--- src/hw/serial_channel_pkg.sv ---
// Constants, field layouts and carrier types of the serial channel
// interrupt, error and autobaud write-back block.
// Assumes one module clock; every event input is already on that clock.
`default_nettype none

package serial_channel_pkg;

    localparam int DW = 16;
    localparam int AW = 3;
    localparam int BAUD_W = 13;
    localparam int NUM_IRQ = 6;

    // Register offsets (word index on the plain register port)
    localparam logic [2:0] ADDR_CTRL = 3'h0;
    localparam logic [2:0] ADDR_BAUD = 3'h1;
    localparam logic [2:0] ADDR_AB_CTRL = 3'h2;
    localparam logic [2:0] ADDR_AB_STAT = 3'h3;
    localparam logic [2:0] ADDR_IRQ_STAT = 3'h4;
    localparam logic [2:0] ADDR_IRQ_MASK = 3'h5;
    localparam logic [2:0] ADDR_FIFO_CTRL = 3'h6;

    // serial_control_reg fields
    localparam int CTRL_MODE_LSB = 0;
    localparam int CTRL_ODD_BIT = 3;
    localparam int CTRL_FCHK_BIT = 4;
    localparam int CTRL_PCHK_BIT = 5;
    localparam int CTRL_OCHK_BIT = 6;
    localparam int CTRL_FERR_BIT = 8;
    localparam int CTRL_PERR_BIT = 9;
    localparam int CTRL_OERR_BIT = 10;

    // autobaud control fields, autobaud_status_reg fields
    localparam int AB_UNIT_BIT = 0;
    localparam int AB_FOUND_EN_BIT = 1;
    localparam int AB_START_EN_BIT = 2;
    localparam int AB_FIRST_EN_BIT = 3;
    localparam int ABS_START_BIT = 0;
    localparam int ABS_FIRST_BIT = 1;
    localparam int ABS_DONE_BIT = 2;

    // FIFO control fields
    localparam int FIFO_CFG_BIT = 0;
    localparam int FIFO_TRANSP_BIT = 1;
    localparam int FIFO_THR_LSB = 4;

    // Interrupt line indices, shared by status and mask registers
    localparam int IRQ_TX_BUF = 0;
    localparam int IRQ_TX_DONE = 1;
    localparam int IRQ_RX = 2;
    localparam int IRQ_ERR = 3;
    localparam int IRQ_AB_START = 4;
    localparam int IRQ_AB_FOUND = 5;

    localparam logic [1:0] PULSE_LEN = 2'h2;

    localparam logic [2:0] MODE_SYNC = 3'h0;
    localparam logic [2:0] MODE_ASYNC8 = 3'h1;
    localparam logic [2:0] MODE_ASYNC7P = 3'h3;
    localparam logic [2:0] MODE_ASYNC8P = 3'h7;

    localparam logic [DW-1:0] CTRL_RESET = 16'h0000;
    localparam logic [BAUD_W-1:0] BAUD_RESET = 13'h0000;

    localparam logic [BAUD_W-1:0] RELOAD_TAB [9] = '{
        13'h0002, 13'h0005, 13'h000B, 13'h0011, 13'h0023,
        13'h0047, 13'h008F, 13'h011F, 13'h023F};

    typedef struct packed {
        logic [AW-1:0] addr;
        logic [DW-1:0] wdata;
        logic          we;
        logic          re;
    } bus_req_type;

    typedef struct packed {
        logic       done;
        logic       stop_low;
        logic       par_bit;
        logic [7:0] data;
    } rx_event_type;

    typedef struct packed {
        logic       buf_move;
        logic       before_last;
        logic       after_last;
        logic [3:0] fifo_level;
    } tx_event_type;

    typedef struct packed {
        logic       start_bit;
        logic       first_char;
        logic       done;
        logic [2:0] fmt;
        logic [3:0] baud;
    } ab_event_type;

endpackage

`default_nettype wire

--- src/hw/serial_irq_err_ab.sv ---
// Interrupt pulses, receive error flags and autobaud write-back of one
// serial channel, with its registers on a plain register port.
// Assumes the shift datapath and autobaud detector on the same clock
// give one-cycle event pulses; no input needs synchronising.
`default_nettype none

// Function
// - After autobaud success, overwrite mode field, parity select and 13-bit reload.
// - Format 7E->011/0, 7O->011/1, 8E->111/0, 8O->111/1, 8N->001/0.
// - Baud indices 0..8 load 2,5,11,17,35,71,143,287,575.
// - Async, framing check on, stop bit low sets framing error flag.
// - Async parity modes, parity check on, mismatch sets parity error flag.
// - Overrun check on, frame done while buffer unread sets overrun flag.
// - Error interrupt rises in same cycle as receive interrupt.
// - Each of six interrupt lines stays high two clock periods after its last event.
// - Error flags stay set after the pulse until software clears them.
// - Transmit buffer interrupt when word moves into transmit shift register.
// - Transmit interrupt before last async bit, after last sync bit.
// - Receive interrupt when frame moves into receive buffer.
// - Autobaud start interrupt per start bit while all three enables set.
// - Autobaud found interrupt after second char, first too if enabled.
// - Both autobaud interrupt lines OR into one request.
// - FIFO on, not transparent: transmit buffer and async transmit interrupts follow fill threshold.
module serial_irq_err_ab (
    input  wire logic                               sys_clk_in,
    input  wire logic                               rst_b_in,
    input  wire serial_channel_pkg::bus_req_type    bus_in,
    output logic [serial_channel_pkg::DW-1:0]       rd_data_out,
    input  wire serial_channel_pkg::rx_event_type   rx_evt_in,
    input  wire logic                               rx_buf_read_in,
    input  wire serial_channel_pkg::tx_event_type   tx_evt_in,
    input  wire serial_channel_pkg::ab_event_type   ab_evt_in,
    output logic [2:0]                              mode_out,
    output logic                                    parity_odd_out,
    output logic [serial_channel_pkg::BAUD_W-1:0]   baud_reload_value_out,
    output logic                                    tx_buf_irq_out,
    output logic                                    tx_done_irq_out,
    output logic                                    rx_irq_out,
    output logic                                    err_irq_out,
    output logic                                    autobaud_start_irq_out,
    output logic                                    autobaud_found_irq_out,
    output logic                                    autobaud_irq_out,
    output logic                                    irq_out
);

    typedef struct packed {
        logic [15:0] ctrl;
        logic [12:0] baud;
        logic [3:0]  ab_ctrl;
        logic [2:0]  ab_stat;
        logic [7:0]  fifo_ctrl;
        logic [5:0]  irq_stat;
        logic [5:0]  irq_mask;
        logic        rx_full;
        logic [3:0]  lvl_prev;
        logic [11:0] cnt;
        logic [5:0]  pulse;
        logic        ab_irq;
        logic        irq;
        logic [15:0] rdata;
    } state_type;

    state_type st_q;
    state_type st_d;

    // {mode, odd} for a detected frame format index
    function automatic logic [3:0] fmt_code(input logic [2:0] fmt);
        logic [3:0] r;
        r = {serial_channel_pkg::MODE_ASYNC8, 1'b0};
        unique case (fmt)
            3'h0: r = {serial_channel_pkg::MODE_ASYNC7P, 1'b0};
            3'h1: r = {serial_channel_pkg::MODE_ASYNC7P, 1'b1};
            3'h2: r = {serial_channel_pkg::MODE_ASYNC8P, 1'b0};
            3'h3: r = {serial_channel_pkg::MODE_ASYNC8P, 1'b1};
            default: r = {serial_channel_pkg::MODE_ASYNC8, 1'b0};
        endcase
        return r;
    endfunction

    // Out-of-range index keeps the present reload rather than guess
    function automatic logic [12:0] reload_for(input logic [3:0] idx,
                                               input logic [12:0] cur);
        logic [12:0] r;
        r = cur;
        if (idx <= 4'h8) begin
            r = serial_channel_pkg::RELOAD_TAB[idx];
        end
        return r;
    endfunction

    // Parity over 7 or 8 data bits plus the received parity bit
    function automatic logic parity_bad(input logic [2:0] mode,
                                        input logic odd,
                                        input logic [7:0] data,
                                        input logic pbit);
        logic ones;
        ones = (mode == serial_channel_pkg::MODE_ASYNC7P) ? ^data[6:0] : ^data;
        return (ones ^ pbit) != odd;
    endfunction

    logic [5:0] ev;
    logic       async_mode;
    logic       par_mode;
    logic       fifo_thr_mode;
    logic       thr_hit;
    logic       ferr;
    logic       perr;
    logic       oerr;
    logic       rd_hit;
    logic       wr_hit;
    logic [3:0] thr;
    logic [3:0] fc;

    always_comb begin
        st_d = st_q;
        ev = '0;
        fc = '0;
        thr = st_q.fifo_ctrl[serial_channel_pkg::FIFO_THR_LSB +: 4];
        async_mode = st_q.ctrl[2:0] != serial_channel_pkg::MODE_SYNC;
        par_mode = (st_q.ctrl[2:0] == serial_channel_pkg::MODE_ASYNC7P) ||
                   (st_q.ctrl[2:0] == serial_channel_pkg::MODE_ASYNC8P);
        fifo_thr_mode = st_q.fifo_ctrl[serial_channel_pkg::FIFO_CFG_BIT] &&
                        !st_q.fifo_ctrl[serial_channel_pkg::FIFO_TRANSP_BIT];
        // Crossing down to the threshold, so a steady level fires once
        thr_hit = (st_q.lvl_prev > thr) && (tx_evt_in.fifo_level <= thr);
        st_d.lvl_prev = tx_evt_in.fifo_level;

        ferr = rx_evt_in.done && async_mode && rx_evt_in.stop_low &&
               st_q.ctrl[serial_channel_pkg::CTRL_FCHK_BIT];
        perr = rx_evt_in.done && async_mode && par_mode &&
               st_q.ctrl[serial_channel_pkg::CTRL_PCHK_BIT] &&
               parity_bad(st_q.ctrl[2:0], st_q.ctrl[serial_channel_pkg::CTRL_ODD_BIT],
                          rx_evt_in.data, rx_evt_in.par_bit);
        oerr = rx_evt_in.done && st_q.rx_full &&
               st_q.ctrl[serial_channel_pkg::CTRL_OCHK_BIT];

        // Interrupt events of this cycle
        if (fifo_thr_mode) begin
            ev[serial_channel_pkg::IRQ_TX_BUF] = thr_hit;
        end else begin
            ev[serial_channel_pkg::IRQ_TX_BUF] = tx_evt_in.buf_move;
        end
        if (!async_mode) begin
            ev[serial_channel_pkg::IRQ_TX_DONE] = tx_evt_in.after_last;
        end else if (fifo_thr_mode) begin
            ev[serial_channel_pkg::IRQ_TX_DONE] = tx_evt_in.before_last &&
                (tx_evt_in.fifo_level <= thr);
        end else begin
            ev[serial_channel_pkg::IRQ_TX_DONE] = tx_evt_in.before_last;
        end
        ev[serial_channel_pkg::IRQ_RX] = rx_evt_in.done;
        ev[serial_channel_pkg::IRQ_ERR] = ferr || perr || oerr;
        ev[serial_channel_pkg::IRQ_AB_START] = ab_evt_in.start_bit &&
            st_q.ab_ctrl[serial_channel_pkg::AB_UNIT_BIT] &&
            st_q.ab_ctrl[serial_channel_pkg::AB_FOUND_EN_BIT] &&
            st_q.ab_ctrl[serial_channel_pkg::AB_START_EN_BIT];
        ev[serial_channel_pkg::IRQ_AB_FOUND] = ab_evt_in.done ||
            (ab_evt_in.first_char &&
             st_q.ab_ctrl[serial_channel_pkg::AB_FIRST_EN_BIT]);

        // Two-period pulse per line; a new event restarts the count
        for (int i = 0; i < serial_channel_pkg::NUM_IRQ; i++) begin
            if (ev[i]) begin
                st_d.cnt[2*i +: 2] = serial_channel_pkg::PULSE_LEN;
            end else if (st_q.cnt[2*i +: 2] != 2'h0) begin
                st_d.cnt[2*i +: 2] = st_q.cnt[2*i +: 2] - 2'h1;
            end
            st_d.pulse[i] = ev[i] || (st_q.cnt[2*i +: 2] > 2'h1);
        end
        st_d.ab_irq = st_d.pulse[serial_channel_pkg::IRQ_AB_START] ||
                      st_d.pulse[serial_channel_pkg::IRQ_AB_FOUND];

        rd_hit = bus_in.re;
        wr_hit = bus_in.we;

        // Register reads; read data stands one cycle after the strobe
        st_d.rdata = '0;
        if (rd_hit) begin
            unique case (bus_in.addr)
                serial_channel_pkg::ADDR_CTRL: st_d.rdata = st_q.ctrl;
                serial_channel_pkg::ADDR_BAUD: st_d.rdata = {3'h0, st_q.baud};
                serial_channel_pkg::ADDR_AB_CTRL: st_d.rdata = {12'h000, st_q.ab_ctrl};
                serial_channel_pkg::ADDR_AB_STAT: st_d.rdata = {13'h0000, st_q.ab_stat};
                serial_channel_pkg::ADDR_IRQ_STAT: st_d.rdata = {10'h000, st_q.irq_stat};
                serial_channel_pkg::ADDR_IRQ_MASK: st_d.rdata = {10'h000, st_q.irq_mask};
                serial_channel_pkg::ADDR_FIFO_CTRL: st_d.rdata = {8'h00, st_q.fifo_ctrl};
                default: st_d.rdata = '0;
            endcase
            // Read-to-clear status; same-cycle events re-set below
            if (bus_in.addr == serial_channel_pkg::ADDR_IRQ_STAT) begin
                st_d.irq_stat = '0;
            end
            if (bus_in.addr == serial_channel_pkg::ADDR_AB_STAT) begin
                st_d.ab_stat = '0;
            end
        end

        // Register writes
        if (wr_hit) begin
            unique case (bus_in.addr)
                serial_channel_pkg::ADDR_CTRL: begin
                    st_d.ctrl[7:0] = bus_in.wdata[7:0];
                    // Flags only fall where a zero is written
                    st_d.ctrl[10:8] = st_q.ctrl[10:8] & bus_in.wdata[10:8];
                end
                serial_channel_pkg::ADDR_BAUD: st_d.baud = bus_in.wdata[12:0];
                serial_channel_pkg::ADDR_AB_CTRL: st_d.ab_ctrl = bus_in.wdata[3:0];
                serial_channel_pkg::ADDR_IRQ_MASK: st_d.irq_mask = bus_in.wdata[5:0];
                serial_channel_pkg::ADDR_FIFO_CTRL: st_d.fifo_ctrl = bus_in.wdata[7:0];
                default: st_d.ctrl = st_d.ctrl;
            endcase
        end

        // Hardware sets after software clears, so the set wins
        if (ferr) begin
            st_d.ctrl[serial_channel_pkg::CTRL_FERR_BIT] = 1'b1;
        end
        if (perr) begin
            st_d.ctrl[serial_channel_pkg::CTRL_PERR_BIT] = 1'b1;
        end
        if (oerr) begin
            st_d.ctrl[serial_channel_pkg::CTRL_OERR_BIT] = 1'b1;
        end

        // Autobaud result overrides a same-cycle software write
        if (ab_evt_in.done && st_q.ab_ctrl[serial_channel_pkg::AB_UNIT_BIT]) begin
            fc = fmt_code(ab_evt_in.fmt);
            st_d.ctrl[2:0] = fc[3:1];
            st_d.ctrl[serial_channel_pkg::CTRL_ODD_BIT] = fc[0];
            st_d.baud = reload_for(ab_evt_in.baud, st_q.baud);
        end

        if (ab_evt_in.start_bit) begin
            st_d.ab_stat[serial_channel_pkg::ABS_START_BIT] = 1'b1;
        end
        if (ab_evt_in.first_char) begin
            st_d.ab_stat[serial_channel_pkg::ABS_FIRST_BIT] = 1'b1;
        end
        if (ab_evt_in.done) begin
            st_d.ab_stat[serial_channel_pkg::ABS_DONE_BIT] = 1'b1;
        end

        st_d.irq_stat = st_d.irq_stat | ev;
        st_d.irq = |(st_d.irq_stat & st_q.irq_mask);
        if (wr_hit && bus_in.addr == serial_channel_pkg::ADDR_IRQ_MASK) begin
            st_d.irq = |(st_d.irq_stat & bus_in.wdata[5:0]);
        end

        // Receive buffer holds unread data until it is read
        if (rx_evt_in.done) begin
            st_d.rx_full = 1'b1;
        end else if (rx_buf_read_in) begin
            st_d.rx_full = 1'b0;
        end
    end

    always_ff @(posedge sys_clk_in or negedge rst_b_in) begin
        if (!rst_b_in) begin
            st_q <= '0;
            st_q.ctrl <= serial_channel_pkg::CTRL_RESET;
            st_q.baud <= serial_channel_pkg::BAUD_RESET;
        end else begin
            st_q <= st_d;
        end
    end

    assign rd_data_out = st_q.rdata;
    assign mode_out = st_q.ctrl[2:0];
    assign parity_odd_out = st_q.ctrl[serial_channel_pkg::CTRL_ODD_BIT];
    assign baud_reload_value_out = st_q.baud;
    assign tx_buf_irq_out = st_q.pulse[serial_channel_pkg::IRQ_TX_BUF];
    assign tx_done_irq_out = st_q.pulse[serial_channel_pkg::IRQ_TX_DONE];
    assign rx_irq_out = st_q.pulse[serial_channel_pkg::IRQ_RX];
    assign err_irq_out = st_q.pulse[serial_channel_pkg::IRQ_ERR];
    assign autobaud_start_irq_out = st_q.pulse[serial_channel_pkg::IRQ_AB_START];
    assign autobaud_found_irq_out = st_q.pulse[serial_channel_pkg::IRQ_AB_FOUND];
    assign autobaud_irq_out = st_q.ab_irq;
    assign irq_out = st_q.irq;

endmodule

`default_nettype wire

--- config.mk ---
export PLATFORM = sky130hd
export DESIGN_NAME = serial_irq_err_ab
export DESIGN_NICKNAME = d
export VERILOG_FILES = /design/src/hw/serial_channel_pkg.sv /design/src/hw/serial_irq_err_ab.sv
export SDC_FILE = /design/constraint.sdc
export NUM_CORES = 1
export LEC_CHECK = 0
export ABC_AREA = 1
export BUFFER_PORTS_ARGS = -buffer_cell sky130_fd_sc_hd__buf_2
export CAP_MARGIN = 20
export CORE_MARGIN = 4
export CORE_UTILIZATION = 30
export CTS_BUF_LIST = sky130_fd_sc_hd__clkbuf_16
export DETAILED_ROUTE_END_ITERATION = 8
export PLACE_DENSITY_LB_ADDON = 0.2
export SLEW_MARGIN = 15
export SYNTH_ARGS = -nofsm -noshare
export SYNTH_HDL_FRONTEND = slang
export SYNTH_SLANG_ARGS = --single-unit
--- constraint.sdc ---
create_clock -name sys_clk_in -period 3.1 [get_ports sys_clk_in]
set_clock_uncertainty 0.05 [all_clocks]
set_input_delay 0.31 -clock sys_clk_in [delete_from_list [all_inputs] [get_ports sys_clk_in]]
set_output_delay 0.31 -clock sys_clk_in [all_outputs]
set_load 0.01 [all_outputs]
==> run summary, run 1 <==
H-tree Lvls - 3
Worst Setup Path Type - reg2reg
Post-Route WL - 12900 µm
final setup violation count - 0
crit path cell chain - nand2_1 -> nor2_1 -> nand2_1 -> nand2_2 -> inv_4 -> o311ai_0 -> o21ai_0
final HPWL from detailed placement - 9790 µm
outcome - finished, final reports clean
most used cell, CP - nand2_1
vias in the first global route - 3922
CTS sink cnt - 89
crit start category - flip-flop
Critical Path RT - 3.26 ns
Die Height - 132 µm
Area Overhead vs Synth - 15.8%
Leak Pwr - 0.00283 µW
# Max-Cap Violations - 0
initial antenna violation count - 0
CTS tree - done
Least-Margin Pin Slew - 0.580 ns
Chip Width - 132 µm
Non-Filler Instances - 802
DRT Pass-1 Iters - 4
CP max FO - 18
largest net degree at the start of global routing - 90
cell count after placement - 786
max-slew violations - 0
Worst setup EP type - flip-flop
Worst-path clk slew - 0.06 ns
Num CTS Buffers - 9
worst rel slew slack - 61.3%
core footprint - 15100 µm²
clock latency on the worst-skew pair - 0.35 ns
count of different cell masters after synthesis - 40
die outline area - 17400 µm²
port buffer count - 86
pre-CTS WS - 1.14 ns
slowest stage cell, crit path - dfrtp_1
global route overflow - 0
DRC viols - 0
first-pass GRT wire length - 20700 µm
Syn. warnings - 0
GRT Overall Usage - 15.3%
min Tclk post-route - 1.86 ns
row cnt - 45
#FFs+latches synth - 89
worst hold-check path type - in2reg
syn_area_per_cell - 8.45 µm²
Post-CTS Setup Bufs - 0
fmax - 537 MHz
unrepaired setup endpoints after global routing - false
Final Hold Fails - 0
FF-to-FF setup slack - 1.24 ns
Seq/Total Area, Yosys - 48.3%
nets - 681
n_diodes - 0
Peak supply drop - 0.000272 V
Routed Antenna Nets - 0
vias - 3753
Crit path largest cell delay - 0.40 ns
Pwr Density - 702 nW/µm²
I/O pin count - 93
RD Place Congestion - 0.867
post-synthesis cell count - 546
CP Data Arrival Time - 2.02 ns
post-route clock period utilization - 60.1%
DR vias/cell - 4.68
Starting Density - 30.5%
Final TNS setup - 0 ns
Max Buffers Root-to-Sink - 2
wire per inst - 16.0 µm
share of layout cells above drive strength 1 - 18.7%
final worst slack - 1.24 ns
Synth Cell Area - 4610 µm²
DR iter-0 viols - 216
clk root buf - clkbuf_16
==> synth_stat cells <==
| cell | n | area [µm²] |
|---|---|---|
| inv_2 | 1 | 3.75 |
| nand2_4 | 1 | 11.3 |
| o211ai_1 | 4 | 30.0 |
| o22ai_1 | 4 | 25.0 |
| nor2_1 | 24 | 90.1 |
| or2_2 | 2 | 12.5 |
| dfrtp_1 | 89 | 2230 |
| inv_4 | 1 | 6.26 |
| nand4_1 | 2 | 12.5 |
| xor2_1 | 5 | 43.8 |
| o221ai_1 | 2 | 17.5 |
| nand2_1 | 130 | 488 |
| buf_4 | 32 | 240 |
| o21ai_1 | 4 | 20.0 |
| inv_1 | 80 | 300 |
| buf_6 | 3 | 33.8 |
| clkbuf_1 | 1 | 3.75 |
| a211oi_1 | 2 | 15.0 |
| a32oi_1 | 1 | 8.76 |
| nor2_4 | 2 | 22.5 |
| o311ai_0 | 1 | 8.76 |
| nand3_4 | 1 | 17.5 |
| nand3_2 | 2 | 20.0 |
| a21oi_1 | 24 | 120 |
| nor3_1 | 5 | 25.0 |
| nand3_1 | 28 | 140 |
| buf_2 | 2 | 10.0 |
| o21ai_2 | 1 | 8.76 |
| o31ai_1 | 2 | 15.0 |
| o32ai_1 | 1 | 8.76 |
| o2111ai_1 | 1 | 8.76 |
| conb_1 | 1 | 3.75 |
| a22oi_1 | 1 | 7.51 |
| o21ai_0 | 50 | 250 |
| nor2_2 | 1 | 6.26 |
| ha_1 | 19 | 238 |
| nand2_2 | 3 | 18.8 |
| a221oi_1 | 3 | 26.3 |
| o21bai_1 | 4 | 30.0 |
| a31oi_1 | 6 | 37.5 |
==> area by class of cell <==
type                       count  area [µm²]
multi-input combinational    339        1800
clock buffer                   9         225
inverter                      82         310
clock inverter                 6        76.3
tap                          188         235
sequential                    89        2230
fill                        1598        9810
timing repair buffer          89         470
==> power by group <==
part	total (µW)	switching [µW]	internal [µW]	leakage [µW]
clock	1140	444	692	0.000155
sequential	1610	178	1430	0.00106
combinational	1000	607	396	0.00162
==> what timing repair did <==
action,in CTS,in global routing
resized for setup,0,0
hold endpoints to repair,89,0
endpoints found under the setup margin,0,0
hold buffers,1,0
==> worst paths after layout <==
kind | startpoint | endpoint | cells after the start
setup reg to reg | st_q[64] | baud_reload_value_out[0] | 7
min in group asynchronous | rst_b_in | rd_data_out[7] | 3
hold / removal | tx_evt_in[0] | st_q[36] | 1
max in group asynchronous | rst_b_in | rd_data_out[2] | 3
hold reg to reg | st_q[91] | st_q[91] | 2
setup / recovery | st_q[64] | baud_reload_value_out[0] | 7
==> registers in the layout, summed over array words and instances (netlist names) <==
register,cells
st_q,51
baud_reload_value_out,13
rd_data_out,13
mode_out,3
autobaud_found_irq_out,1
autobaud_irq_out,1
autobaud_start_irq_out,1
err_irq_out,1
irq_out,1
parity_odd_out,1
rx_irq_out,1
tx_buf_irq_out,1
tx_done_irq_out,1
==> cells by family (layout without fill, tap and decap cells) <==
| family | after synthesis | count (layout) | synth area share [%] |
|---|---|---|---|
| buf+inv | 120 | 186 | 13.0 |
| other cells | 1 | 3 | 0.0813 |
| xor+xnor | 5 | 5 | 0.949 |
| simple gates | 201 | 201 | 18.7 |
| flops | 89 | 89 | 48.3 |
| compound gates | 111 | 111 | 13.8 |
| fa+ha+maj | 19 | 19 | 5.15 |
==> cells in the final DEF, fill, tap and decap left out, types with 6 or more instances in the layout <==
cell and n:
nand2_1 130, nor2_1 24, a31oi_1 6, clkbuf_16 9, dfrtp_1 89, buf_2 85
nand3_1 28, inv_1 82, o21ai_0 50, ha_1 19, a21oi_1 24
==> per-layer routing <==
metal / wire length (µm) / global-route usage (%) / up-vias
li1: - / - / 1864
met1: 5870 / 19.3 / 1787
met2: 6100 / 25.6 / 88
met3: 635 / 3.85 / 14
met4: 245 / 5.19 / 0
met5: 0 / 0 / -
==> worst max-delay path, delay by kind of cell (launching register included) <==
kind | cells | cell delay [ns]
buffers and inverters | 1 | 0.13
and+or+nand+nor | 4 | 0.87
AOI/OAI and AO/OA | 2 | 0.27
DFF | 1 | 0.40
==> per-stage QoR <==
step / power, µW / area, µm² / hold WS (ns) / utilization, %
final: 3750 / 5340 / 0.0336 / 35.3
after global routing: 4030 / 5340 / 0.0216 / 35.3
after CTS: 3800 / 5340 / 0.0207 / 35.3
after detailed placement: 2650 / 5030 / 0.353 / 33.2
after global placement: 2590 / 5030 / 0.351 / 33.2
after floorplan: 2350 / 4620 / -0.0356 / -
Note: power is estimated with default switching activity, not from simulation.
==> run 2, diff against run 1 <==
ABC_AREA = 0   (was 1)
clock period = 1.5 ns   (was 3.1 ns; I/O delays follow)
==> run 2 against run 1 <==
Against the previous run:
- flip-flop and latch count unchanged
- setup slack worse by 1.7 ns
- first-iteration DRC count up 27%
- register-to-register slack worse by 1.7 ns
- global-route usage about the same
- the run now ends with setup timing left
- combinational power rose to 2.9 times the previous value
- worst hold slack worse by 0.023 ns
- synthesized area up 0.19%
- largest cell class unchanged
- synthesized cell count down 19%
- via count down 2.1%
- critical path depth up 1
==> run summary, run 2 <==
Peak supply drop - 0.000717 V (+160%)
final worst slack - -0.459 ns (-1.70 ns)
number of flip-flops in the largest register - 51 (unchanged)
Fin Hold WS - 0.0109 ns (-0.0227 ns)
I/O pin count - 93 (unchanged)
core footprint - 15100 µm² (unchanged)
Syn. warnings - 0 (unchanged)
Die Height - 132 µm (about the same)
commonest non-fill, non-tap cell in the layout - dfrtp_1
P_int - 6080 µW (+140%)
DR vias/cell - 4.76 (+1.8%)
Worst Hold Path Cells - 3 (+2)
Top FF cell, synth - dfrtp_1
most frequent cells in the layout - dfrtp_1 (87), buf_2 (85), buf_4 (70), nand2_1 (56), mux2_2 (25)
Layout fillers - 1495 (-6.4%)
die outline area - 17500 µm² (+0.17%)
sequential cell area - 2230 µm² (+0.11%)
Starting Density - 30.5% (+0.058 points)
most frequent cell after synthesis - dfrtp_1
fmax - 511 MHz (-4.9%)
Worst setup EP type - flip-flop
crit start category - flip-flop
crit path cell chain - inv_2 -> ha_4 -> nand2_2 -> o21ai_2 -> o211ai_1 -> a41oi_2 -> o211ai_1 -> a2111o_1
FFs w/ async S/R, synth - 100% (unchanged)
DRC viols - 0 (unchanged)
Pwr Density - 1430 nW/µm² (+100%)
# Max-Cap Violations - 0 (unchanged)
Synth top cells by count - dfrtp_1 (89), nand2_1 (61), buf_4 (32), mux2_2 (25)
first-pass GRT wire length - 20800 µm (+0.24%)
DRT Pass-1 Iters - 4 (unchanged)
post-synthesis xor/xnor area fraction - 2.98% (+2.0 points)
Worst path depth - 8 (+1)
Crit path largest cell delay - 0.36 ns (-0.04 ns)
CP Data Arrival Time - 2.14 ns (+0.12 ns)
Final TNS setup - -1.87 ns (-1.87 ns)
Top delay family on crit path - compound AO/OA/AOI/OAI gates
Critical Path RT - 1.68 ns (-1.58 ns)
Synth Area in Compound Gates - 12.3% (-1.5 points)
Multi-input gate area - 2130 µm² (+19%)
Post-Route WL - 13100 µm (+1.7%)
GRT Overall Usage - 15.3% (about the same)
row cnt - 45 (unchanged)
clock share of power - 29.2% (-1.1 points)
count of different cell masters after synthesis - 53 (+33%)
clock latency on the worst-skew pair - 0.35 ns (about the same)
CTS tree - done
Switch Pwr - 2720 µW (+120%)
H-tree Lvls - 3 (unchanged)
final HPWL from detailed placement - 10200 µm (+3.8%)
largest net degree at the start of global routing - 27 (-70%)
DR iter-0 viols - 274 (+27%)
Adder-Cell Fraction of Synth Area - 5.14% (-0.0098 points)
Area Overhead vs Synth - 33.4%
wire per inst - 16.9 µm (+5.6%)
vias in the first global route - 3803 (-3.0%)
Yosys top cell by area - dfrtp_1
Routed Antenna Nets - 0 (unchanged)
Final Hold Fails - 0 (unchanged)
Critical path buffers and inverters - 1 (unchanged)
Synth area leaders - dfrtp_1 (48%), mux2_2 (6.1%), buf_4 (5.2%)
post-route clock period utilization - 131% (+70 points)
combinational share of power - 32.5% (+5.7 points)
failing checks - setup timing
vias - 3676 (-2.1%)
post-synthesis cell count - 444 (-19%)
Leak Pwr - 0.00300 µW (+5.7%)
initial antenna violation count - 0 (unchanged)
worst hold-check path type - in2reg
Num CTS Buffers - 9 (unchanged)
R2R depth - 8 (+1)
Top reg by flops - st_q
Seq/Total Area, Yosys - 48.2% (-0.091 points)
global route overflow - 0 (unchanged)
Post-synth EDFFs - 0 (unchanged)
Max Buffers Root-to-Sink - 2 (unchanged)
Worst Setup Path Type - reg2reg
Worst-path clk slew - 0.07 ns (about the same)
port buffer count - 86 (unchanged)
clk root buf - clkbuf_16
RD Place Congestion - 0.813 (-6.3%)
CP max FO - 5 (-13)
slowest stage cell, crit path - dfrtp_1
main combinational cell family by area after synthesis - simple AND/OR/NAND/NOR gates
Synth Cell Area - 4620 µm² (+0.19%)
proportion of synthesized area in mux cells - 9.29% (+9.3 points)
n_diodes - 0 (unchanged)
unrepaired setup endpoints after global routing - true
Chip Width - 132 µm (about the same)
Sw Share - 30.9% (-1.8 points)
nets - 650 (-4.6%)
outcome - complete, but fails checks
min Tclk post-route - 1.96 ns (+0.0951 ns)
sequential share of power - 38.3% (-4.7 points)
#FFs+latches synth - 89 (unchanged)
syn_area_per_cell - 10.4 µm² (+23%)
post-synth top area share - 48.2% (-0.091 points)
most used cell, CP - o211ai_1
Synth Area in Simple Gates - 13.5% (-5.2 points)
share of layout cells above drive strength 1 - 40.2% (+22 points)
max-slew violations - 0 (unchanged)
CTS sink cnt - 89 (unchanged)
final setup violation count - 13 (+13)
run 2: timing repair:
action,4_1_cts,5_1_grt
gates cloned,0,1
setup endpoints to repair,14,28
hold buffers,11,0
resized for setup,13,18
buffers inserted,0,5
pin swaps,6,9
endpoints found under the hold margin,87,0
run 2: worst reg2reg max path, cell delays in order, from the launching register on:
cell      delay [ns]
dfrtp_1         0.36
inv_2           0.06
ha_4            0.28
nand2_2         0.05
o21ai_2         0.14
o211ai_1        0.12
a41oi_2         0.30
o211ai_1        0.13
a2111o_1        0.35
run 2: logic make-up after synthesis:
group	count (synthesis)
adders and majority gates	19
other	1
buffers and inverters	72
xor gates and xnor gates	14
muxes	36
and+or+nand+nor	129
AOI/OAI and AO/OA	84
DFF	89
run 2: final timing paths:
kind | startpoint | endpoint | slack, ns
min in group asynchronous | rst_b_in | rd_data_out[8] | 0.22
min | bus_in[12] | baud_reload_value_out[10] | 0.01
max in group asynchronous | rst_b_in | autobaud_irq_out | 0.71
min reg2reg | st_q[29] | rx_irq_out | 0.43
max reg2reg | st_q[59] | irq_out | -0.46
max | st_q[59] | irq_out | -0.46
run 2: layout make-up:
class	instances	area share [%]
Clock buffer	9	3.65
Clock inverter	7	1.77
Inverter	23	1.40
Multi-Input combinational cell	285	34.6
Sequential cell	89	36.2
Tap cell	188	3.82
Timing Repair Buffer	171	18.6
run 2: layer usage:
layer  vias to the layer above  share of wire [%]  global-route usage, %
met1                      1812                 48                   21.7
met2                        76                 46                   23.4
met4                         0                1.6                   5.66
li1                       1772                  -                      -
met5                         -                  0                      0
met3                        16                4.0                   2.86
run 2: power groups by stage:
stage	Clock (µW)	Sequential, µW	Combinational [µW]
3_5_place_dp	0	3400	2730
5_1_grt	2740	3440	3210
2_1_floorplan	0	3330	1800
4_1_cts	2630	3370	2830
6_report	2570	3370	2860
3_3_place_gp	0	3390	2640
run 2: stage by stage:
step           cells  power (µW)  worst slack [ns]  cell area, µm²  util [%]
2_1_floorplan    446        5130            -0.317            4670         -
3_3_place_gp     740        6030            -0.440            5580      36.8
3_5_place_dp     740        6130            -0.508            5580      36.8
4_1_cts          767        8830            -0.469            6060      40.0
5_1_grt          772        9380            -0.564            6160      40.7
6_report         772        8800            -0.459            6160      40.7
==> run 3, diff against run 2 <==
clock period = 1.85 ns   (was 1.5 ns; I/O delays follow)
==> run 3 against run 2 <==
Against the previous run:
- the flow still finishes with violations (setup timing)
- sequential power down 19%
- global-route usage down 0.36 points
- flip-flop and latch count unchanged
- worst hold slack better by 0.0033 ns
- count of clock-buffer cells in the layout unchanged
- via count down 3.5%
- critical path type unchanged
- critical endpoint unchanged
- largest cell class unchanged
- largest power group unchanged
==> run summary, run 3 (synthesis gave the netlist of run 2 again) <==
crit path launch - mode_out[2]
Crit path largest cell delay - 0.40 ns (+0.04 ns)
Post-Route WL - 12800 µm (-2.4%)
min-delay src - ab_evt_in[8]
first-pass GRT wire length - 20300 µm (-2.3%)
vias in the first global route - 3655 (-3.9%)
nets - 611 (-6.0%)
worst rel slew slack - 65.6%
Switch Pwr - 2140 µW (-22%)
R2R depth - 6 (-2)
max-slew violations - 0 (unchanged)
Worst Setup Path Type - reg2reg
clock share of power - 25.1% (-4.1 points)
Final Hold Fails - 0 (unchanged)
CP max FO - 3 (-2)
Top reg by flops - st_q
Num CTS Buffers - 9 (unchanged)
P_int - 4360 µW (-28%)
largest net degree at the start of global routing - 35 (+30%)
# Max-Cap Violations - 0 (unchanged)
CP Data Arrival Time - 2.06 ns (-0.08 ns)
die outline area - 17500 µm² (unchanged)
outcome - complete, but fails checks
port buffer count - 86 (unchanged)
final HPWL from detailed placement - 9750 µm (-4.1%)
Max Buffers Root-to-Sink - 2 (unchanged)
core footprint - 15100 µm² (unchanged)
Worst path depth - 6 (-2)
initial antenna violation count - 0 (unchanged)
failing checks - setup timing
Final TNS setup - -0.0407 ns (+1.82 ns)
DRT Pass-1 Iters - 4 (unchanged)
Leak Pwr - 0.00276 µW (-8.0%)
FF-to-FF setup slack - -0.04 ns (+0.42 ns)
pre-CTS WS - -0.178 ns (+0.330 ns)
Chip Width - 132 µm (unchanged)
Worst setup EP type - flip-flop
unrepaired setup endpoints after global routing - true
final setup violation count - 1 (-12)
commonest non-fill, non-tap cell in the layout - dfrtp_1
CTS tree - done
CTS sink cnt - 89 (unchanged)
Critical path buffers and inverters - 0 (-1)
CP endpoint - irq_out
sequential share of power - 42.0% (+3.7 points)
r2r endpoint - irq_out
Fin Hold WS - 0.0142 ns (+0.00331 ns)
Area Overhead vs Synth - 23.6%
n_diodes - 0 (unchanged)
Top delay family on crit path - compound AO/OA/AOI/OAI gates
Worst-path clk slew - 0.06 ns (about the same)
Routed Antenna Nets - 0 (unchanged)
global route overflow - 0 (unchanged)
Post-Route Utilization - 37.7% (-3.0 points)
Pwr Density - 1140 nW/µm² (-20%)
row cnt - 45 (unchanged)
clk root buf - clkbuf_16
min Tclk post-route - 1.89 ns (-0.0678 ns)
post-route clock period utilization - 102% (-28 points)
fmax - 529 MHz (+3.6%)
crit path cell chain - nand2_1 -> xor2_1 -> xnor3_2 -> a21oi_4 -> a21boi_2 -> a2111o_1
slowest stage cell, crit path - xnor3_2
H-tree Lvls - 3 (unchanged)
crit start category - flip-flop
clock latency on the worst-skew pair - 0.35 ns (about the same)
GRT Overall Usage - 15.0% (-0.36 points)
reg2reg start - mode_out[2]
wire per inst - 17.4 µm (+2.9%)
Sw Share - 32.9% (+1.9 points)
Starting Density - 30.5% (unchanged)
DR iter-0 viols - 211 (-23%)
share of layout cells above drive strength 1 - 34.2% (-6.0 points)
combinational share of power - 32.9% (+0.4 points)
number of flip-flops in the largest register - 51 (unchanged)
DR vias/cell - 4.85 (+1.8%)
RD Place Congestion - 0.844 (+3.9%)
final worst slack - -0.0407 ns (+0.418 ns)
Least-Margin Pin Slew - 0.515 ns
DRC viols - 0 (unchanged)
most frequent cells in the layout - dfrtp_1 (89), buf_2 (85), nand2_1 (60), buf_4 (37), mux2_2 (25)
Peak supply drop - 0.000488 V (-32%)
Critical Path RT - 2.02 ns (+0.34 ns)
Die Height - 132 µm (unchanged)
worst hold-check path type - in2reg
vias - 3549 (-3.5%)
I/O pin count - 93 (unchanged)
run 3: changes by cell type in the layout (fill, tap and decap cells not counted), moves of 3 or more:
cell and delta:
buf_4 -33, nand2_1 +4, bufinv_16 -3, dlygate4sd3_1 -3
nand2_2 -3, o21ai_0 +3
run 3: area by class of cell:
class,instances,area (µm²)
fillers,1560,9430
flip-flops and latches,89,2230
multi-input cells,285,2090
repair buffers,132,823
well taps,188,235
clock buffers,9,225
inverters,23,86.3
clock inverters,6,28.8
run 3: power groups by stage:
stage | combinational, µW | sequential (µW) | clock [µW]
5_1_grt | 2400 | 2790 | 1770
4_1_cts | 2140 | 2740 | 1690
6_report | 2140 | 2730 | 1630
2_1_floorplan | 1440 | 2700 | 0
3_5_place_dp | 2070 | 2760 | 0
3_3_place_gp | 1980 | 2740 | 0
run 3: worst min path at each step:
stage | endpoint | slack, ns | depth (start not counted)
4_1_cts | st_q[62] | 0.003 | 2
3_5_place_dp | rx_irq_out | 0.14 | 1
3_3_place_gp | rx_irq_out | 0.14 | 1
6_report | st_q[62] | 0.01 | 2
2_1_floorplan | autobaud_found_irq_out | -0.16 | 0
5_1_grt | st_q[62] | 0.0006 | 2
run 3: routing by layer:
metal,part of all wire [%],up-vias,global-route usage (%)
li1,-,1693,-
met1,46,1754,20.3
met2,48,93,23.3
met3,5.0,9,4.39
met4,1.3,0,4.14
met5,0,-,0
run 3: metrics by stage:
stage	area (µm²)	instances	total power (µW)
floorplan	4640	446	4150
global placement	5300	707	4730
detailed placement	5300	707	4840
CTS	5690	731	6570
global route	5710	732	6960
finish	5710	732	6500
run 3: repair_timing:
item | in CTS | in global routing
setup buffers | 1 | 1
pin swaps | 5 | 6
gates resized for setup | 8 | 4
setup endpoints to repair | 1 | 3
hold endpoints to repair | 38 | 0
hold buffers | 8 | 0
